File: src/design/tq_regs.vh
// constants for the battery temperature qualification and safety timer block
// assumes a 100 MHz system clock and a word-indexed register port
`ifndef TQ_REGS_VH
`define TQ_REGS_VH

// register indexes
`define TQ_REG_CTRL        4'h0
`define TQ_REG_VREG        4'h1
`define TQ_REG_ICHG        4'h2
`define TQ_REG_BOOST_WIN   4'h3
`define TQ_REG_STATUS      4'h4
`define TQ_REG_TIMER       4'h5

// control register fields
`define TQ_CTRL_CHARGE_ALLOW   0
`define TQ_CTRL_TIMER_EN       1
`define TQ_CTRL_LONG_TIMER     2
`define TQ_CTRL_SLOW_COUNT     3
`define TQ_CTRL_ZONE_LIMIT     4
`define TQ_CTRL_WARM_V_FULL    5
`define TQ_CTRL_WARM_I_LO      6
`define TQ_CTRL_COOL_I_SEL     8
`define TQ_CTRL_COOL_EN        9
`define TQ_CTRL_COOL_V_LOWER   10
`define TQ_CTRL_COOL_T_LO      11
`define TQ_CTRL_WARM_T_LO      13
`define TQ_CTRL_SYS_FLOOR_LO   15
`define TQ_CTRL_BOOST_EN       18
`define TQ_CTRL_WIDTH          19
`define TQ_CTRL_RESET          19'h3_829F

// reset values of the setting registers
`define TQ_VREG_RESET          16'h1070
`define TQ_ICHG_RESET          12'h7BC
`define TQ_BOOST_COLD_RESET    10'h2F8
`define TQ_BOOST_HOT_RESET     10'h0FA

// voltages in mV
`define TQ_WARM_COOL_VMAX      16'h1004
`define TQ_SYS_ABOVE_FLOOR     16'h00B4
`define TQ_SYS_ABOVE_BAT       16'h0032
`define TQ_SYS_FLOOR_BASE      16'h0AF0
`define TQ_SYS_FLOOR_STEP      16'h0064

// thermistor sense thresholds, 10-bit codes, higher code is colder
`define TQ_T1_COLD             10'h2E4
`define TQ_T4_HOT              10'h12C
`define TQ_T2_TABLE            {10'h2A8, 10'h294, 10'h280, 10'h26C}
`define TQ_T3_TABLE            {10'h1B8, 10'h1A4, 10'h190, 10'h17C}

// zone codes
`define TQ_ZONE_NORMAL         3'h0
`define TQ_ZONE_WARM           3'h2
`define TQ_ZONE_COOL           3'h3
`define TQ_ZONE_COLD           3'h5
`define TQ_ZONE_HOT            3'h6

// status codes
`define TQ_CHG_FAULT_TIMER     2'h3
`define TQ_SRC_BOOST           3'h7

// timing
`define TQ_CLK_HZ              100000000
`define TQ_CLK_MHZ             100
`define TQ_INT_PULSE_US        256
`define TQ_SHORT_LIMIT_H       2
`define TQ_LONG_LIMIT_H        16
`define TQ_MID_LIMIT_H         7
`define TQ_SEC_PER_H           3600

`endif

File: src/design/thermal_zone_classify.v
// thermistor sense code to temperature zone classifier
// assumes a sense code already synchronous to clk_sys_i
`timescale 1ns/1ps
`default_nettype none
`include "tq_regs.vh"

module thermal_zone_classify #(
   parameter SENSE_W = 10
) (
   input  wire               clk_sys_i,
   input  wire               nrst_i,
   input  wire               ce_i,
   input  wire [SENSE_W-1:0] thermistor_sense_i,
   input  wire [1:0]         cool_threshold_select_i,
   input  wire [1:0]         warm_threshold_select_i,
   output reg  [2:0]         zone_o
);

   reg [SENSE_W-1:0] t2;
   reg [SENSE_W-1:0] t3;
   reg [2:0]         zone_d;
   reg [39:0]        t2_tab;
   reg [39:0]        t3_tab;

   // lower sense voltage means hotter battery
   always @* begin
      t2_tab = `TQ_T2_TABLE;
      t3_tab = `TQ_T3_TABLE;
      t2 = t2_tab[(3 - cool_threshold_select_i) * 10 +: 10];
      t3 = t3_tab[(3 - warm_threshold_select_i) * 10 +: 10];
      if (thermistor_sense_i >= `TQ_T1_COLD)
         zone_d = `TQ_ZONE_COLD;
      else if (thermistor_sense_i <= `TQ_T4_HOT)
         zone_d = `TQ_ZONE_HOT;
      else if (thermistor_sense_i >= t2)
         zone_d = `TQ_ZONE_COOL;
      else if (thermistor_sense_i <= t3)
         zone_d = `TQ_ZONE_WARM;
      else
         zone_d = `TQ_ZONE_NORMAL;
   end

   always @(posedge clk_sys_i or negedge nrst_i) begin
      if (!nrst_i)
         zone_o <= `TQ_ZONE_NORMAL;
      else if (ce_i)
         zone_o <= zone_d;
   end

endmodule
`default_nettype wire

File: src/design/event_pulse_gen.v
// fixed-width active-low pulse on any request
// requests while a pulse runs merge into it
`timescale 1ns/1ps
`default_nettype none

module event_pulse_gen #(
   parameter PULSE_CYCLES = 25600,
   parameter CNT_W        = 15
) (
   input  wire clk_sys_i,
   input  wire nrst_i,
   input  wire ce_i,
   input  wire trig_i,
   output reg  pulse_n_o
);

   reg [CNT_W-1:0] cnt_q;

   always @(posedge clk_sys_i or negedge nrst_i) begin
      if (!nrst_i) begin
         cnt_q     <= {CNT_W{1'b0}};
         pulse_n_o <= 1'b1;
      end else if (ce_i) begin
         if (pulse_n_o && trig_i) begin
            cnt_q     <= PULSE_CYCLES[CNT_W-1:0] - 1'b1;
            pulse_n_o <= 1'b0;
         end else if (!pulse_n_o) begin
            if (cnt_q == {CNT_W{1'b0}})
               pulse_n_o <= 1'b1;
            else
               cnt_q <= cnt_q - 1'b1;
         end
      end
   end

endmodule
`default_nettype wire

File: src/design/charge_temp_timer.v
// charge temperature qualification, safety timer and system target select
// assumes analog status inputs are synchronous to clk_sys_i
//
// Functional notes
// - start charging only inside cold-hot window
// - zero current outside window until return
// - warm voltage min(vreg,4.1V) unless keep-full
// - warm current scaled 0, 20, 50 or 100 percent
// - cool current 50 or 20 percent when enabled
// - cool voltage full, or min with 4.1V
// - cool zone without enable gives zero current
// - cool and warm boundaries each selectable
// - zone limiting can be switched off
// - boost leaves window: suspend, source status 000
// - boost fault code reported, cleared on return
// - timer expiry stops charge, fault 11, pulse
// - 2 hours below low battery, else 16
// - timer disable skips supervision
// - long limit becomes 7 hours when cleared
// - half rate in regulation or cool zone
// - half rate feature can be disabled
// - timer frozen during faults, then resumes
// - restart or enable toggle clears timer
// - floor from 3-bit field, active status bit
// - floor plus 180mV while battery below floor
// - battery plus 50mV when battery at or above floor
// - interrupt is one 256us low pulse
`timescale 1ns/1ps
`default_nettype none
`include "tq_regs.vh"

module charge_temp_timer #(
   parameter SENSE_W      = 10,
   parameter SEC_CYCLES   = `TQ_CLK_HZ,
   parameter PULSE_CYCLES = `TQ_INT_PULSE_US * `TQ_CLK_MHZ,
   parameter SHORT_SEC    = `TQ_SHORT_LIMIT_H * `TQ_SEC_PER_H,
   parameter LONG_SEC     = `TQ_LONG_LIMIT_H * `TQ_SEC_PER_H,
   parameter MID_SEC      = `TQ_MID_LIMIT_H * `TQ_SEC_PER_H
) (
   input  wire               clk_sys_i,
   input  wire               nrst_i,
   input  wire               ce_i,
   // register port
   input  wire [3:0]         reg_addr_i,
   input  wire [31:0]        reg_wdata_i,
   input  wire               reg_we_i,
   input  wire               reg_re_i,
   output reg  [31:0]        reg_rdata_o,
   // analog and pin status
   input  wire [SENSE_W-1:0] thermistor_sense_i,
   input  wire [15:0]        vbat_mv_i,
   input  wire               above_low_battery_level_i,
   input  wire               in_voltage_limit_active_i,
   input  wire               in_current_limit_active_i,
   input  wire               thermal_reg_active_i,
   input  wire               other_fault_i,
   input  wire               terminated_i,
   input  wire               restart_i,
   input  wire               charge_inhibit_n_i,
   input  wire               boost_request_i,
   input  wire [2:0]         input_type_i,
   // targets and status
   output reg  [11:0]        charge_current_o,
   output reg  [15:0]        charge_voltage_o,
   output reg  [15:0]        sys_target_o,
   output reg                charging_o,
   output reg                boost_run_o,
   output reg  [2:0]         input_source_status_o,
   output reg  [2:0]         thermistor_fault_code_o,
   output reg  [1:0]         charge_fault_code_o,
   output reg                sys_floor_active_o,
   output wire               host_event_n_o
);

   // percent selector codes for scale_cur
   localparam [1:0] PCT_0   = 2'h0;
   localparam [1:0] PCT_20  = 2'h1;
   localparam [1:0] PCT_50  = 2'h2;
   localparam [1:0] PCT_100 = 2'h3;

   localparam [26:0] SEC_LAST   = SEC_CYCLES[26:0] - 27'd1;
   localparam [15:0] SHORT_LIM  = SHORT_SEC[15:0];
   localparam [15:0] LONG_LIM   = LONG_SEC[15:0];
   localparam [15:0] MID_LIM    = MID_SEC[15:0];

   function [11:0] scale_cur;
      input [11:0] cur;
      input [1:0]  pct;
      reg   [21:0] prod;
      begin
         prod = cur * 10'd205;
         case (pct)
            PCT_0:   scale_cur = 12'h000;
            PCT_20:  scale_cur = prod[21:10];
            PCT_50:  scale_cur = {1'b0, cur[11:1]};
            default: scale_cur = cur;
         endcase
      end
   endfunction

   function [15:0] min_mv;
      input [15:0] a;
      input [15:0] b;
      begin
         min_mv = (a < b) ? a : b;
      end
   endfunction

   // software registers
   reg [`TQ_CTRL_WIDTH-1:0] ctrl_q;
   reg [15:0]               vreg_q;
   reg [11:0]               ichg_q;
   reg [SENSE_W-1:0]        boost_cold_q;
   reg [SENSE_W-1:0]        boost_hot_q;

   wire       charge_allow   = ctrl_q[`TQ_CTRL_CHARGE_ALLOW];
   wire       timer_en       = ctrl_q[`TQ_CTRL_TIMER_EN];
   wire       long_timer_sel = ctrl_q[`TQ_CTRL_LONG_TIMER];
   wire       slow_count_on  = ctrl_q[`TQ_CTRL_SLOW_COUNT];
   wire       zone_limit_en  = ctrl_q[`TQ_CTRL_ZONE_LIMIT];
   wire       warm_v_full    = ctrl_q[`TQ_CTRL_WARM_V_FULL];
   wire [1:0] warm_i_scale   = ctrl_q[`TQ_CTRL_WARM_I_LO +: 2];
   wire       cool_i_select  = ctrl_q[`TQ_CTRL_COOL_I_SEL];
   wire       cool_en        = ctrl_q[`TQ_CTRL_COOL_EN];
   wire       cool_v_lower   = ctrl_q[`TQ_CTRL_COOL_V_LOWER];
   wire [1:0] cool_t_sel     = ctrl_q[`TQ_CTRL_COOL_T_LO +: 2];
   wire [1:0] warm_t_sel     = ctrl_q[`TQ_CTRL_WARM_T_LO +: 2];
   wire [2:0] sys_floor_sel  = ctrl_q[`TQ_CTRL_SYS_FLOOR_LO +: 3];
   wire       boost_en       = ctrl_q[`TQ_CTRL_BOOST_EN];

   wire [2:0] zone;

   thermal_zone_classify #(
      .SENSE_W                 (SENSE_W)
   ) u_zone (
      .clk_sys_i               (clk_sys_i),
      .nrst_i                  (nrst_i),
      .ce_i                    (ce_i),
      .thermistor_sense_i      (thermistor_sense_i),
      .cool_threshold_select_i (cool_t_sel),
      .warm_threshold_select_i (warm_t_sel),
      .zone_o                  (zone)
   );

   wire in_window   = (zone != `TQ_ZONE_COLD) && (zone != `TQ_ZONE_HOT);
   wire charge_en   = charge_allow && !charge_inhibit_n_i;

   // state
   reg        charge_en_q;
   reg        timer_fault_q;
   reg        went_high_q;
   reg [26:0] sec_cnt_q;
   reg        half_q;
   reg [15:0] elapsed_q;
   reg [2:0]  zone_q;
   reg        boost_ok_q;

   wire enable_toggle = charge_en != charge_en_q;
   wire timer_clear   = restart_i || enable_toggle;
   wire zone_stop     = zone_limit_en && (!in_window ||
                        (zone == `TQ_ZONE_COOL && !cool_en));
   wire suspend       = zone_stop || other_fault_i;
   wire may_charge    = charge_en && !timer_fault_q && !terminated_i &&
                        (!zone_limit_en || in_window);
   wire slow_cond     = in_voltage_limit_active_i || in_current_limit_active_i ||
                        thermal_reg_active_i || (zone == `TQ_ZONE_COOL);
   wire sec_tick      = (sec_cnt_q == SEC_LAST);
   wire advance       = sec_tick && (!(slow_count_on && slow_cond) || half_q);
   wire [15:0] limit  = !went_high_q ? SHORT_LIM :
                        (long_timer_sel ? LONG_LIM : MID_LIM);
   wire timing        = timer_en && charging_o && !suspend;
   wire expire        = timing && advance && (elapsed_q + 16'h0001 >= limit);

   // timer
   always @(posedge clk_sys_i or negedge nrst_i) begin
      if (!nrst_i) begin
         charge_en_q   <= 1'b0;
         timer_fault_q <= 1'b0;
         went_high_q   <= 1'b0;
         sec_cnt_q     <= 27'h000_0000;
         half_q        <= 1'b0;
         elapsed_q     <= 16'h0000;
      end else if (ce_i) begin
         charge_en_q <= charge_en;
         if (timer_clear) begin
            timer_fault_q <= expire;
            went_high_q   <= 1'b0;
            sec_cnt_q     <= 27'h000_0000;
            half_q        <= 1'b0;
            elapsed_q     <= 16'h0000;
         end else if (timing) begin
            if (above_low_battery_level_i)
               went_high_q <= 1'b1;
            sec_cnt_q <= sec_tick ? 27'h000_0000 : sec_cnt_q + 27'h000_0001;
            if (sec_tick)
               half_q <= !half_q;
            if (expire)
               timer_fault_q <= 1'b1;
            else if (advance)
               elapsed_q <= elapsed_q + 16'h0001;
         end
      end
   end

   // targets
   reg [11:0] cur_d;
   reg [15:0] volt_d;
   reg [15:0] floor_mv;
   reg [15:0] sys_d;
   reg        boost_ok_d;
   reg [2:0]  ntc_d;

   always @* begin
      cur_d  = ichg_q;
      volt_d = vreg_q;
      if (zone_limit_en) begin
         case (zone)
            `TQ_ZONE_WARM: begin
               cur_d = scale_cur(ichg_q, warm_i_scale);
               if (!warm_v_full)
                  volt_d = min_mv(vreg_q, `TQ_WARM_COOL_VMAX);
            end
            `TQ_ZONE_COOL: begin
               if (!cool_en)
                  cur_d = 12'h000;
               else
                  cur_d = scale_cur(ichg_q, cool_i_select ? PCT_20 : PCT_50);
               if (cool_v_lower)
                  volt_d = min_mv(vreg_q, `TQ_WARM_COOL_VMAX);
            end
            `TQ_ZONE_COLD, `TQ_ZONE_HOT: begin
               cur_d = 12'h000;
            end
            default: begin
               cur_d = ichg_q;
            end
         endcase
      end
      if (!charging_o || suspend || timer_fault_q || expire)
         cur_d = 12'h000;
      floor_mv = `TQ_SYS_FLOOR_BASE + `TQ_SYS_FLOOR_STEP * {13'h0000, sys_floor_sel};
      if (vbat_mv_i < floor_mv)
         sys_d = floor_mv + `TQ_SYS_ABOVE_FLOOR;
      else
         sys_d = vbat_mv_i + `TQ_SYS_ABOVE_BAT;
      boost_ok_d = (thermistor_sense_i < boost_cold_q) && (thermistor_sense_i > boost_hot_q);
      ntc_d = `TQ_ZONE_NORMAL;
      if (boost_en && boost_request_i) begin
         if (thermistor_sense_i >= boost_cold_q)
            ntc_d = `TQ_ZONE_COLD;
         else if (thermistor_sense_i <= boost_hot_q)
            ntc_d = `TQ_ZONE_HOT;
      end else if (charging_o && zone_limit_en) begin
         ntc_d = zone;
      end
   end

   wire boost_active = boost_en && boost_request_i;
   wire event_trig   = expire || (zone != zone_q) ||
                       (boost_active && (boost_ok_d != boost_ok_q));

   always @(posedge clk_sys_i or negedge nrst_i) begin
      if (!nrst_i) begin
         charge_current_o        <= 12'h000;
         charge_voltage_o        <= `TQ_VREG_RESET;
         sys_target_o            <= `TQ_SYS_FLOOR_BASE;
         charging_o              <= 1'b0;
         boost_run_o             <= 1'b0;
         input_source_status_o   <= 3'h0;
         thermistor_fault_code_o <= 3'h0;
         charge_fault_code_o     <= 2'h0;
         sys_floor_active_o      <= 1'b0;
         zone_q                  <= `TQ_ZONE_NORMAL;
         boost_ok_q              <= 1'b0;
      end else if (ce_i) begin
         if (!charge_en || terminated_i || timer_fault_q || expire)
            charging_o <= 1'b0;
         else if (!charging_o && may_charge)
            charging_o <= 1'b1;
         charge_current_o      <= cur_d;
         charge_voltage_o      <= volt_d;
         sys_target_o          <= sys_d;
         sys_floor_active_o    <= vbat_mv_i < floor_mv;
         boost_run_o           <= boost_active && boost_ok_d;
         if (boost_active)
            input_source_status_o <= boost_ok_d ? `TQ_SRC_BOOST : 3'h0;
         else
            input_source_status_o <= input_type_i;
         thermistor_fault_code_o <= ntc_d;
         charge_fault_code_o     <= (timer_fault_q || expire) ?
                                    `TQ_CHG_FAULT_TIMER : 2'h0;
         zone_q     <= zone;
         boost_ok_q <= boost_ok_d;
      end
   end

   event_pulse_gen #(
      .PULSE_CYCLES (PULSE_CYCLES),
      .CNT_W        (32)
   ) u_pulse (
      .clk_sys_i    (clk_sys_i),
      .nrst_i       (nrst_i),
      .ce_i         (ce_i),
      .trig_i       (event_trig),
      .pulse_n_o    (host_event_n_o)
   );

   // register port
   always @(posedge clk_sys_i or negedge nrst_i) begin
      if (!nrst_i) begin
         ctrl_q       <= `TQ_CTRL_RESET;
         vreg_q       <= `TQ_VREG_RESET;
         ichg_q       <= `TQ_ICHG_RESET;
         boost_cold_q <= `TQ_BOOST_COLD_RESET;
         boost_hot_q  <= `TQ_BOOST_HOT_RESET;
         reg_rdata_o  <= 32'h0000_0000;
      end else if (ce_i) begin
         if (reg_we_i) begin
            case (reg_addr_i)
               `TQ_REG_CTRL:      ctrl_q <= reg_wdata_i[`TQ_CTRL_WIDTH-1:0];
               `TQ_REG_VREG:      vreg_q <= reg_wdata_i[15:0];
               `TQ_REG_ICHG:      ichg_q <= reg_wdata_i[11:0];
               `TQ_REG_BOOST_WIN: begin
                  boost_cold_q <= reg_wdata_i[SENSE_W-1:0];
                  boost_hot_q  <= reg_wdata_i[16 +: SENSE_W];
               end
               default: begin
                  ctrl_q <= ctrl_q;
               end
            endcase
         end
         reg_rdata_o <= 32'h0000_0000;
         if (reg_re_i) begin
            case (reg_addr_i)
               `TQ_REG_CTRL:      reg_rdata_o <= {{(32-`TQ_CTRL_WIDTH){1'b0}}, ctrl_q};
               `TQ_REG_VREG:      reg_rdata_o <= {16'h0000, vreg_q};
               `TQ_REG_ICHG:      reg_rdata_o <= {20'h0_0000, ichg_q};
               `TQ_REG_BOOST_WIN: reg_rdata_o <= {{(16-SENSE_W){1'b0}}, boost_hot_q,
                                                  {(16-SENSE_W){1'b0}}, boost_cold_q};
               `TQ_REG_STATUS:    reg_rdata_o <= {18'h0_0000, timer_fault_q, zone,
                                                  charging_o, sys_floor_active_o,
                                                  input_source_status_o,
                                                  thermistor_fault_code_o,
                                                  charge_fault_code_o};
               `TQ_REG_TIMER:     reg_rdata_o <= {16'h0000, elapsed_q};
               default:           reg_rdata_o <= 32'h0000_0000;
            endcase
         end
      end
   end

endmodule
`default_nettype wire

File: config.mk
export PLATFORM = sky130hd
export DESIGN_NAME = charge_temp_timer
export DESIGN_NICKNAME = d
export VERILOG_FILES = /design/src/design/thermal_zone_classify.v /design/src/design/event_pulse_gen.v /design/src/design/charge_temp_timer.v
export VERILOG_INCLUDE_DIRS = /design/src /design/src/design
export SDC_FILE = /design/constraint.sdc
export NUM_CORES = 1
export LEC_CHECK = 0
export BUFFER_PORTS_ARGS = -buffer_cell sky130_fd_sc_hd__buf_2
export CAP_MARGIN = 20
export CORE_ASPECT_RATIO = 1.75
export CORE_UTILIZATION = 35
export DETAILED_ROUTE_END_ITERATION = 12
export GPL_TIMING_DRIVEN = 0
export PLACE_DENSITY_LB_ADDON = 0.25
export SYNTH_ARGS = -nofsm -noshare
export SYNTH_HDL_FRONTEND = slang
export SYNTH_SLANG_ARGS = --single-unit
File: constraint.sdc
create_clock -name clk_sys_i -period 4.6 [get_ports clk_sys_i]
set_input_delay 0.23 -clock clk_sys_i [delete_from_list [all_inputs] [get_ports clk_sys_i]]
set_output_delay 0.23 -clock clk_sys_i [all_outputs]
set_load 0.1 [all_outputs]
# After elaboration in Yosys (flattened, before gate mapping)
# Index checks and enable logic that the tools add are counted.
word_totals:
  register_bits: 241
  out_inout_bits: 88
  wordCells: 195
classes:
  addsub: 8
  multipliers: 4
  magnitude_cmp: 11
  eq_ne: 22
  shifts: 2
  n_mux: 52
  reduce_logical: 70
ops:
  columns: ["op", "count"]
  rows:
  - ["$mux W16", 11]
  - ["$pmux W26 S6", 1]
  - ["$pmux W12 S3", 3]
  - ["$mux W32", 3]
  - ["$mux W27", 3]
  - ["$shiftx A40 B33 Y10 const A", 2]
  - ["$mul A32 B3 Y31 const B", 2]
  - ["$mux W12", 3]
  - ["$logic_not A32 Y1", 1]
  - ["$pmux W16 S2", 1]
  - ["$sub A32 B1 Y32 const B", 1]
  - ["$add A27 B1 Y27 const B", 1]
  - ["$eq A27 B27 Y1 const B", 1]
  - ["$mux W3", 9]
  - ["$mux W26", 1]
  - ["$reduce_and A3 Y1", 8]
  - ["$ge A10 B10 Y1", 2]
  - ["$le A10 B10 Y1", 2]
  - ["$logic_and A1 B1 Y1", 20]
  - ["$mul A12 B8 Y20 const B", 1]
  - ["$logic_or A1 B1 Y1", 17]
  - ["$add A16 B1 Y16 const B", 1]
  - ["$add A16 B6 Y16 const B", 1]
  - ["$ge A16 B16 Y1", 1]
  - ["other kinds (31)", 73]

# Logic depth before layout (Yosys ltp)
# Gate-level depths: netlist of run 1.
logic_depth:
  word_depth: 15
  ltp_mapped: 16
  mapped_depth_nobuf: 16

# By module
# Synthesis of run 1 repeated with hierarchy kept, for this count alone.
hier_totals:
  hier_cells: 1556
  area_unflattened_um2: 15386.0
modules_own_cells:
  columns: ["mod", "instances", "cells_each", "area_each_um2", "seq_area_each_um2"]
  rows:
  - ["charge_temp_timer", 1, 1233, 12510.7, 5009.8]
  - ["event_pulse_gen", 1, 217, 1959.4, 827.0]
  - ["thermal_zone_classify", 1, 106, 915.9, 75.1]

# Least setup slack after synthesis of run 1
# Ideal clock, no wire load.
synth_timing:
  path_kind: "register to register"
  from: "register ichg_q[8]"
  to: "register charge_current_o[8]"
  arrival_time_ns: 4.160
  required_time_ns: 4.518
  path_slack_ns: 0.357
  stages_incl_launch_ff: 16
  path_buffers: 0
  path_cell_list: "dfstp_2 ha_1 inv_1 fa_1 inv_1 fa_1 inv_1 fa_1 inv_1 ha_1 or3_1 o2111ai_1 a21oi_1 o21a_1 or4_1 a31oi_1"
synth_via:
  elab_chain_len: 6
  elab_cells_between_ends: 7
  classes_between: "1 x mul; 6 x mux"
synth_rtl:
  columns: ["item", "line", "source"]
  rows:
  - ["from (decl)", "charge_temp_timer.v:112", "reg [11:0] ichg_q;"]
  - ["from (signal assigned)", "charge_temp_timer.v:313", "ichg_q <= `TQ_ICHG_RESET;"]
  - ["from (signal assigned)", "charge_temp_timer.v:322", "`TQ_REG_ICHG: ichg_q <= reg_wdata_i[11:0];"]
  - ["$mul A12 B8 Y20", "charge_temp_timer.v:91", "prod = cur * 10'd205;"]
  - ["$pmux W12 S3", "charge_temp_timer.v:92", "case (pct)"]
  - ["$mux W12", "charge_temp_timer.v:224", "if (!cool_en)"]
  - ["$pmux W12 S3", "charge_temp_timer.v:217", "case (zone)"]
  - ["$mux W12 (*)", "charge_temp_timer.v:216", "if (zone_limit_en) begin"]
  - ["$mux W12 (*)", "charge_temp_timer.v:239", "if (!charging_o || suspend || timer_fault_q || expire)"]
  - ["to (signal assigned)", "charge_temp_timer.v:280", "charge_current_o <= cur_d;"]
  - ["to (decl)", "charge_temp_timer.v:63", "output reg [11:0] charge_current_o,"]
# Every way passes the cells marked *; elsewhere a longest branch is shown, timed or not.
# A chain may end at the register's enable or synchronous reset.

# Worst setup path in the final report of run 1
layout_timing:
  from: "register ichg_q[9]"
  to: "register charge_current_o[8]"
layout_via:
  elab_chain_len: 6
  elab_cells_between_ends: 7
  classes_between: "1 x mul; 6 x mux"
layout_rtl:
  columns: ["item", "line"]
  rows:
  - ["$mul A12 B8 Y20", "charge_temp_timer.v:91"]
  - ["$pmux W12 S3", "charge_temp_timer.v:92"]
  - ["$mux W12", "charge_temp_timer.v:224"]
  - ["$pmux W12 S3 (*)", "charge_temp_timer.v:217"]
  - ["$mux W12 (*)", "charge_temp_timer.v:216"]
  - ["$mux W12 (*)", "charge_temp_timer.v:239"]
# Marked as above.

==> impl_metrics.toml, run 1 <==
[die]
core.rowCount = 101
die_h_um = 279
io-pin-count = 167
die_x_um = 160
coreArea_um2 = 43300
die_area_um2 = 44700
start_util_pct = 35.4

[detailed_routing]
vias = 13200
routed_wirelength_mm = 49.8
vias_per_cell = 5.52
route.detailed.drc = 2
antenna_left = 0
dr.pass1.iters = 9
wire_per_inst_um = 20.8
drt-initial-drc-count = 681

[clock_network]
ctsLongestPathBuffers = 3
cts_sinks = 234
numCtsBuffers = 25
insertion_delay_ns = 0.56
cts_root_buf = "clkbuf_16"
h-tree-depth = 1
cts_tree = "done"
clk_pin_slew_ns = 0.06

[timing]
post-route-min-period_ns = 4.42
finalSetupViolCount = 0
skew_ns = 0.0272
relSlewSlack_pct = 34.6
grt_setup_unrepaired = "no"
slew_viol_final = 0
fin_crit_sh_pct = 96.2
worst_pin_slew_ns = 0.974
hold_viol = 0
whs_ns = 0.0141
fmax_mhz = 226
fin_setup_tns_ns = 0

[critical_path]
critical_path.max_fanout = 5
critPathLaunchType = "flip-flop"
crit_chain = "ha_4 > fa_1 > fa_1 > inv_1 > fa_1 > inv_1 > ha_1 > a21o_1 > or3_1 > o2111ai_2 > a21oi_2 > o21a_1 > or4_1 > a31oi_1"
end_kind = "flip-flop"
crit_required_ns = 5.07
critPathSlowestCell = "dfstp_2"
slowest_delay_ns = 0.63
r2r_cells = 14
critPathArrivalTime_ns = 4.90
rr_startpoint = "ichg_q[9]"
reg2reg_to = "charge_current_o[8]"
reg2reg_slack_ns = 0.18
cp_common_cell = "fa_1"
worstSetupPathType = "reg2reg"

[place]
dpl.cell_count = 2306
io_buffers = 154
dp_hpwl_mm = 38.6
gp_congestion = 0.926

[layout]
final_common_cell = "dfrtp_1"
fin_cells = 2395
multi_input_area_um2 = 8830
final_cell_mix = "dfrtp_1 (188), buf_2 (154), ha_1 (134)"
area_growth_pct = 19.0
fin_nets = 2050
regArea_um2 = 5910
drive_gt1_share_pct = 18.9
fillers = 4282
final_util_pct = 42.1

[logic_synthesis]
syn-cell-area_um2 = 15300
ys_seq_elements = 234
syn_inst = 1578
synth_cell_types = 75
synthFlopType = "dfrtp_1"
yosysWarnings = 0
synth-edff-count = 0
async_flop_share_pct = 100
avgSynthCellArea_um2 = 9.72
ys_seq_area_share_pct = 38.5
ys_top_cells_by_area = "dfrtp_1 (31%), ha_1 (12%), dfstp_2 (7.7%)"
synth_top_area_share_pct = 30.8
yosysTopAreaCell = "dfrtp_1"

[global_routing]
grt_start_max_net_pins = 123
grt_pass1_vias = 13300
antenna_found_initial = 3
grt_overflow = 0
grt_pass1_wl_mm = 77.3
grt_usage_pct = 22.4

[power_and_ir_drop]
p_leak_nw = 8.57
power.total_mw = 8.98
p_per_area_nw_per_um2 = 492
peakVddDrop_uv = 290

[worst_hold_path]
hp-start = "reg_wdata_i[4]"
hold-path-cell-count = 3
hold_end = "boost_cold_q[4]"
worstHoldPathType = "in2reg"

[status]
violations = "DRC"
status = "finished, violations left"

[flow_run]
drv_cap = 0
Yosys cell counts (11+ instances only):
library cell and count:
o2bb2ai_1 34, o31ai_1 11, nand2_1 126, nor4_1 21
nor2_1 107, nand2b_1 19, mux2i_1 17, nor3_1 24
a21o_1 31, nand3b_1 12, nand4_1 17, a221oi_1 15
nor2b_1 15, and3_1 27, a22oi_1 35, nand3_1 45
o21ai_0 76, a21oi_1 59, o21a_1 11, or3_1 14
xor2_1 45, xnor2_1 40, fa_1 21, ha_1 141
dfrtp_1 189, a31oi_1 16, inv_1 108, dfstp_2 45
a22o_1 25, mux2_2 51, clkbuf_1 57
metrics by stage:
step	setup WS, ns	cell area, um2
floorplan	0.357	15400
global placement	-1.01	16800
detailed placement	-0.0804	16900
CTS	0.0152	18100
global route	0.0155	18300
finish	0.177	18300
worst max-delay path, delay by kind of cell, from the launching register on:
kind | cells | cell delay [ns]
compound gates | 5 | 0.81
simple gates | 2 | 0.80
flops | 1 | 0.63
buf+inv | 2 | 0.10
fa+ha+maj | 5 | 2.02
routing by layer:
layer / wire length (um) / up-vias / global-route usage (%) / part of all wire [%]
met4: 2580 / 4 / 11.2 / 5.2
met2: 25600 / 381 / 40.8 / 51
li1: - / 6173 / - / -
met3: 2370 / 106 / 3.24 / 4.8
met1: 19300 / 6567 / 25.3 / 39
met5: 23 / - / 0 / 0.046
where the power goes:
part	internal, mW	switching [mW]
sequential	2.39	0.332
clock	1.27	0.884
combinational	1.56	2.54
total	5.22	3.76
worst max-delay path by stage:
| stage | start | slack [ns] | end | cells after the start |
|---|---|---|---|---|
| floorplan | ichg_q[8] | 0.36 | charge_current_o[8] | 15 |
| finish | ichg_q[9] | 0.18 | charge_current_o[8] | 14 |
| global route | elapsed_q[0] | 0.02 | charge_current_o[7] | 16 |
| CTS | ichg_q[3] | 0.02 | charge_current_o[2] | 16 |
| global placement | nrst_i | -1.01 | charge_current_o[0] | 1 |
| detailed placement | ichg_q[8] | -0.08 | charge_current_o[8] | 15 |
kinds of logic after synthesis:
group	synth area share (%)
simple gates	15.5
buf+inv	4.66
xor+xnor	4.85
flops	38.5
compound gates	17.4
mux	4.85
fa+ha+maj	14.2
other cells	0.0245
state kept, by name (all words and copies together), names as in the netlist, 3 cells and up:
| name | flops |
|---|---|
| elapsed_q | 16 |
| reg_rdata_o | 26 |
| input_source_status_o | 3 |
| thermistor_fault_code_o | 3 |
| u_pulse.cnt_q | 32 |
| sys_target_o | 16 |
| u_zone.zone_o | 3 |
| vreg_q | 16 |
| ctrl_q | 19 |
| zone_q | 3 |
| ichg_q | 12 |
| charge_voltage_o | 16 |
| charge_current_o | 12 |
| sec_cnt_q | 27 |
| boost_cold_q | 10 |
| boost_hot_q | 10 |
final cells by class:
| type | count | share of cell area, % |
|---|---|---|
| clock inverter | 10 | 0.747 |
| sequential | 234 | 32.4 |
| inverter | 108 | 2.22 |
| buffer | 71 | 1.70 |
| timing repair buffer | 199 | 6.70 |
| clock buffer | 36 | 3.98 |
| multi-input combinational | 1170 | 48.4 |
| tap | 566 | 3.88 |
| antenna | 1 | 0.0137 |
what timing repair did:
action / 4_1_cts / 5_1_grt
buffers inserted: 5 / 11
pin swaps: 0 / 2
endpoints found under the hold margin: 132 / 0
gates resized for setup: 3 / 14
setup endpoints to repair: 4 / 17
hold buffers: 26 / 0
Note: power is estimated with default switching activity, not from simulation.
==> run 2: changes to the inputs <==
--- a/config.mk
+++ b/config.mk
@@ -15,4 +15,5 @@
 export PLACE_DENSITY_LB_ADDON = 0.25
 export SYNTH_ARGS = -nofsm -noshare
 export SYNTH_HDL_FRONTEND = slang
+export SYNTH_HIERARCHICAL = 1
 export SYNTH_SLANG_ARGS = --single-unit
==> run 2 against run 1 <==
Net effect: count of clock-buffer cells in the layout is 6 lower; highest routed layer is now met4; the flow now finishes without violations; via count hardly changed; global-route usage is 0.33 points lower; routed wire length is 0.32% lower; sequential share of layout area is 0.43 points lower; register-to-register slack worse by 0.08 ns; worst setup slack worse by 0.082 ns; worst hold slack better by 0.028 ns; power is 0.49% lower; first-iteration DRC count is 12% higher; synthesized area is 0.33% higher; largest power group unchanged; synthesized cell count is 1.4% lower.
==> impl_metrics.toml, run 2 <==
[detailed_routing]
antenna_left = 0
vias = 13200
dr.pass1.iters = 5
vias_per_cell = 5.54
drt-initial-drc-count = 764
wire_per_inst_um = 20.8
routed_wirelength_mm = 49.7
route.detailed.drc = 0

[clock_network]
cts_tree = "done"
h-tree-depth = 1
numCtsBuffers = 26
clk_pin_slew_ns = 0.07
insertion_delay_ns = 0.55
ctsLongestPathBuffers = 3
cts_sinks = 234
cts_root_buf = "clkbuf_16"

[layout]
largest_reg_flops = 32
area_growth_pct = 20.4
final_util_pct = 42.8
reg.largest.list = "u_pulse/cnt_q x32, sec_cnt_q x27, reg_rdata_o x26"
fillers = 4254
multi_input_area_um2 = 8950
regArea_um2 = 5920
fin_cells = 2389
final_common_cell = "dfrtp_1"
drive_gt1_share_pct = 23.5
fin_nets = 2047
top_register = "u_pulse/cnt_q"
final_cell_mix = "dfrtp_1 (181), buf_2 (161), ha_1 (139)"

[critical_path]
crit_chain = "ha_4 > xor2_1 > ha_1 > fa_1 > inv_1 > fa_1 > inv_1 > ha_1 > and3_4 > a2111oi_4 > buf_4 > o21ai_2 > xor2_1 > a222oi_1 > o2bb2ai_1"
crit_required_ns = 5.02
end_kind = "flip-flop"
critPathLaunchType = "flip-flop"
worstSetupPathType = "reg2reg"
slowest_delay_ns = 0.64
critPathArrivalTime_ns = 4.92
crit_buf_inv = 3
critical_path.max_fanout = 5
cp_top_family = "adder cells"
critPathSlowestCell = "dfstp_2"

[place]
preCtsSetupSlack_ns = -0.767
dp_hpwl_mm = 38.0
dpl.cell_count = 2283
gp_congestion = 0.913
io_buffers = 154

[power_and_ir_drop]
p_int_mw = 5.14
swShare_pct = 42.5
power_switching_mw = 3.80
clockPowerShare_pct = 23.7
p_per_area_nw_per_um2 = 482
p_seq_share_pct = 29.7
p_leak_nw = 8.52
combPwrFrac_pct = 46.6
peakVddDrop_uv = 417
power.total_mw = 8.94

[global_routing]
grt_pass1_wl_mm = 76.5
grt_usage_pct = 22.1
antenna_found_initial = 0
grt_pass1_vias = 13400
grt_overflow = 0
grt_start_max_net_pins = 93

[status]
status = "completed"

[logic_synthesis]
synth_xor_area_share_pct = 3.81
synth_top_area_share_pct = 30.7
synthFlopType = "dfrtp_1"
synth-edff-count = 0
yosys.area_share.adder_pct = 14.5
avgSynthCellArea_um2 = 9.89
async_flop_share_pct = 100
ys_top_cells_by_area = "dfrtp_1 (31%), ha_1 (12%), dfstp_2 (7.7%)"
yosysTopAreaCell = "dfrtp_1"
yosysMostFrequentCell = "dfrtp_1"
synth_top_family_by_area = "compound AO/OA/AOI/OAI gates"
synthMuxAreaShare_pct = 5.07
ys_seq_elements = 234
synth_cell_types = 95
synthSimpleGateAreaFrac_pct = 16.0
yosysWarnings = 6
synth_compound_area_share_pct = 17.4
syn-cell-area_um2 = 15400
syn_inst = 1556
ys_seq_area_share_pct = 38.4
synth_common_cells = "dfrtp_1 (189), ha_1 (145), inv_1 (110), nand2_1 (108), nor2_1 (91)"

[die]
die_h_um = 279
coreArea_um2 = 43300
core.rowCount = 101
die_area_um2 = 44800
start_util_pct = 35.5
die_x_um = 160
io-pin-count = 167

[timing]
finalSetupViolCount = 0
post-route-min-period_ns = 4.51
skew_ns = 0.0132
fin_crit_sh_pct = 97.9
hold_viol = 0
relSlewSlack_pct = 36.7
fmax_mhz = 222
worst_pin_slew_ns = 0.942
slew_viol_final = 0
setup_ws_ns = 0.0948

[worst_hold_path]
worstHoldPathType = "in2reg"

[flow_run]
drv_cap = 0
==> run 2: changes by cell type in the layout (fill, tap and decap cells not counted), moves of 9 or more <==
cell      previous run  this run
and3_1              27        18
a21oi_1             58        74
xnor2_1             40        25
clkbuf_1            61        39
nand2_1            126       108
nor2_1             107        89
o21ai_2              0        11
a21o_1              31        18
==> run 2: path summary, 6_finish.rpt <==
path,from,endpoint,slack [ns],cells after the start
setup / recovery,ichg_q[2],charge_current_o[7],0.09,15
hold / removal,vbat_mv_i[13],sys_target_o[13],0.04,3
setup reg to reg,ichg_q[2],charge_current_o[7],0.09,15
hold reg to reg,half_q,half_q,0.48,1
max in group asynchronous,nrst_i,u_pulse/pulse_n_o,3.51,3
min in group asynchronous,nrst_i,sec_cnt_q[12],0.21,2
==> run 2: cells by family (layout without fill, tap and decap cells) <==
logic type	count (synthesis)	count (layout)
xor+xnor	67	67
mux	70	70
buf+inv	177	438
fa+ha+maj	166	166
simple gates	456	456
flops	234	234
other cells	1	7
compound gates	385	385
==> run 2: timing repair <==
item                                    in CTS  in global routing
hold endpoints to repair                   104                  0
endpoints found under the setup margin      35                 33
setup buffers                               12                 11
pin swaps                                    6                  8
gates resized for setup                     10                 31
hold buffers                                34                  0
==> run 2: stage by stage <==
stage / area (um2) / hold WS (ns) / TNS [ns]
final: 18500 / 0.0418 / 0
after detailed placement: 16900 / 0.202 / -12.84
after global placement: 16900 / 0.447 / -199.11
after floorplan: 15400 / -0.0656 / 0
after global routing: 18500 / 0.0119 / -0.0104
after CTS: 18300 / 0.00918 / -0.163
==> run 2: layout make-up <==
class / count / area share [%]
clock inverter: 18 / 0.864
clock buffer: 30 / 3.76
multi-input combinational: 1150 / 48.3
timing repair buffer: 213 / 7.30
sequential: 234 / 32.0
tap: 566 / 3.82
inverter: 112 / 2.27
buffer: 65 / 1.70
antenna: 1 / 0.0135
==> run 2: routing by layer <==
layer	vias to the layer above	global-route usage (%)	part of all wire [%]
li1	6171	-	-
met1	6566	25.0	39
met2	382	39.9	51
met3	111	2.24	4.2
met4	0	12.8	6.0
met5	-	0	0
==> run 2: power by group through the flow <==
stage | combinational (mW) | sequential [mW] | clock, mW
finish | 4.16 | 2.65 | 2.12
global route | 4.63 | 2.69 | 2.26
CTS | 3.81 | 2.65 | 2.17
detailed placement | 3.68 | 2.70 | 0
global placement | 3.61 | 2.70 | 0
floorplan | 2.34 | 3.06 | 0
==> run 2: worst register-to-register path, delay by kind of cell (launching register included) <==
kind            cells  cell delay (ns)
simple gates        1             0.20
fa+ha+maj           5             2.00
xor+xnor            2             0.31
buf+inv             3             0.31
compound gates      4             0.92
flops               1             0.64
==> run 3: changes to the inputs <==
--- a/config.mk
+++ b/config.mk
@@ -6,6 +6,7 @@
 export SDC_FILE = /design/constraint.sdc
 export NUM_CORES = 1
 export LEC_CHECK = 0
+export ABC_AREA = 1
 export BUFFER_PORTS_ARGS = -buffer_cell sky130_fd_sc_hd__buf_2
 export CAP_MARGIN = 20
 export CORE_ASPECT_RATIO = 1.75
==> run 3 against run 2 <==
Net effect: critical path depth grew 7; synthesized cell count grew 43%; final cell count grew 28%; via count grew 19%; count of clock-buffer cells in the layout grew 8; clock skew grew 0.0044 ns; register-to-register slack gained 0.23 ns; highest routed layer is now met5; largest cell class unchanged; global-route usage grew 1.7 points; sequential share of layout area shrank 1.6 points.
==> impl_metrics.toml, run 3 <==
[detailed_routing]
antenna_left = 0
wire_per_inst_um = 18.7
vias_per_cell = 5.14
drt-initial-drc-count = 857
dr.pass1.iters = 5
vias = 15700
routed_wirelength_mm = 57.4
route.detailed.drc = 0

[global_routing]
antenna_found_initial = 3
grt_usage_pct = 23.8
grt_pass1_wl_mm = 89.3
grt_pass1_vias = 16300
grt_start_max_net_pins = 117
grt_overflow = 0

[layout]
fillers = 4806
top_register = "u_pulse/cnt_q"
largest_reg_flops = 32
area_growth_pct = 16.1
fin_nets = 2699
fin_cells = 3061
final_common_cell = "nand2_1"
drive_gt1_share_pct = 14.9
reg.largest.list = "u_pulse/cnt_q x32, sec_cnt_q x27, reg_rdata_o x26"
final_cell_mix = "nand2_1 (606), inv_1 (273), nor2_1 (202)"

[logic_synthesis]
synth-edff-count = 0
synthFlopType = "dfrtp_1"
syn-cell-area_um2 = 16800
ys_top_cells_by_area = "dfrtp_1 (28%), nand2_1 (14%), ha_1 (11%)"
yosysWarnings = 6
synth_cell_types = 64
yosysMostFrequentCell = "nand2_1"
avgSynthCellArea_um2 = 7.53
synth_common_cells = "nand2_1 (606), inv_1 (273), nor2_1 (203), dfrtp_1 (189), o21ai_0 (156)"
syn_inst = 2229
ys_seq_area_share_pct = 35.2
ys_seq_elements = 234
yosysTopAreaCell = "dfrtp_1"
async_flop_share_pct = 100
synth_top_area_share_pct = 28.2

[worst_hold_path]
hp-start = "charge_inhibit_n_i"
worstHoldPathType = "in2reg"
hold_end = "charge_en_q"
hold-path-cell-count = 4

[die]
coreArea_um2 = 47200
core.rowCount = 105
die_area_um2 = 48900
start_util_pct = 35.6
die_h_um = 292
io-pin-count = 167
die_x_um = 168

[critical_path]
reg2reg_slack_ns = 0.33
reg2reg_to = "charge_current_o[6]"
end_kind = "flip-flop"
critPathLaunchType = "flip-flop"
crit_required_ns = 5.09
critPathArrivalTime_ns = 4.76
rr_startpoint = "ichg_q[9]"
critical_path.max_fanout = 7
worstSetupPathType = "reg2reg"
r2r_cells = 22

[timing]
relSlewSlack_pct = 42.2
hold_viol = 0
skew_ns = 0.0176
post-route-min-period_ns = 4.27
setup_ws_ns = 0.328
fmax_mhz = 234
worst_pin_slew_ns = 0.868
grt_setup_unrepaired = "no"
slew_viol_final = 0
finalSetupViolCount = 0
fin_crit_sh_pct = 92.9

[flow_run]
drv_cap = 0

[power_and_ir_drop]
swShare_pct = 45.7
power_switching_mw = 3.98
peakVddDrop_uv = 245
combPwrFrac_pct = 46.2
clockPowerShare_pct = 22.8
p_leak_nw = 9.92
p_seq_share_pct = 31.0
p_per_area_nw_per_um2 = 447
p_int_mw = 4.72

[clock_network]
clk_pin_slew_ns = 0.06
cts_root_buf = "clkbuf_16"
h-tree-depth = 1
cts_sinks = 234
ctsLongestPathBuffers = 3
cts_tree = "done"
numCtsBuffers = 25
insertion_delay_ns = 0.56

[place]
preCtsSetupSlack_ns = 0.135
dpl.cell_count = 2978
gp_congestion = 0.975
dp_hpwl_mm = 45.7
io_buffers = 154

[status]
status = "completed"
-- run 3: logic make-up (layout without fill, tap and decap cells) --
group / after synthesis / after routing / synth area share, %
AO/OA/AOI/OAI: 356 / 356 / 12.4
other: 1 / 8 / 0.0223
AND/OR/NAND/NOR: 1067 / 1067 / 27.6
buffers and inverters: 347 / 584 / 8.42
adder cells (fa/ha/maj): 166 / 166 / 13.3
XOR/XNOR: 58 / 58 / 3.03
flip-flops: 234 / 234 / 35.2
-- run 3: power groups by stage --
stage | clock (mW) | sequential [mW] | combinational [mW]
2_1_floorplan | 0 | 3.07 | 2.48
3_3_place_gp | 0 | 2.74 | 3.85
3_5_place_dp | 0 | 2.75 | 3.91
4_1_cts | 2.03 | 2.71 | 3.96
5_1_grt | 2.10 | 2.73 | 4.54
6_report | 1.98 | 2.70 | 4.02
-- run 3: metrics by stage --
stage / utilization, % / hold slack, ns / instance area, um2 / total power [mW] / setup TNS (ns)
finish: 41.3 / 0.0184 / 19500 / 8.70 / 0
global route: 41.3 / 0.0259 / 19500 / 9.36 / 0
CTS: 41.0 / 0.00568 / 19300 / 8.70 / 0
detailed placement: 39.0 / 0.0436 / 18400 / 6.66 / 0
global placement: 38.8 / 0.447 / 18300 / 6.59 / -196.49
floorplan: - / -0.0656 / 16800 / 5.55 / 0
-- run 3: layer usage --
metal / wire length [um] / track usage (%) / vias to the layer above
li1: - / - / 7689
met1: 20400 / 23.7 / 7401
met2: 29800 / 44.6 / 439
met3: 2350 / 2.62 / 193
met4: 4860 / 18.4 / 2
met5: 12 / 0 / -
-- run 3: cell type report --
cell class | instances | area [um2] | share of cell area [%]
Antenna cell | 2 | 5.00 | 0.0257
Buffer | 60 | 339 | 1.74
Clock buffer | 38 | 694 | 3.56
Clock inverter | 6 | 66.3 | 0.340
Inverter | 287 | 1080 | 5.53
Multi-Input combinational cell | 1653 | 9490 | 48.7
Sequential cell | 234 | 5910 | 30.3
Tap cell | 588 | 736 | 3.78
Timing Repair Buffer | 193 | 1170 | 5.98
-- run 3: critical path, stage by stage, from the launching register on --
cell,delay [ns]
dfstp_2,0.64
ha_1,0.21
inv_1,0.07
fa_1,0.53
inv_1,0.06
fa_1,0.53
inv_1,0.06
fa_1,0.53
inv_1,0.04
ha_1,0.38
nand2_1,0.16
inv_1,0.05
a21oi_1,0.24
nor2_1,0.07
nor2_1,0.12
nand2_1,0.07
nand2_1,0.05
nand3_1,0.09
nand2_1,0.09
nand2_1,0.05
nand2_1,0.07
nand2_1,0.05
nand2_1,0.05
-- run 3: worst max path at each step --
stage          slack [ns]  cells past startpoint                   to         start
2_1_floorplan        0.75                     21  charge_current_o[6]     ichg_q[7]
3_3_place_gp        -1.08                      1      sys_target_o[1]        nrst_i
3_5_place_dp         0.13                     24     u_pulse/cnt_q[8]  elapsed_q[1]
4_1_cts              0.11                     24     u_pulse/cnt_q[8]  elapsed_q[1]
5_1_grt             0.009                     18  charge_current_o[9]    ichg_q[10]
6_report             0.33                     22  charge_current_o[6]     ichg_q[9]
-- run 3: timing repair --
action / CTS / global route
gates resized for setup: 0 / 6
endpoints found under the hold margin: 126 / 0
endpoints found under the setup margin: 0 / 11
buffers inserted: 0 / 16
hold buffers: 21 / 0
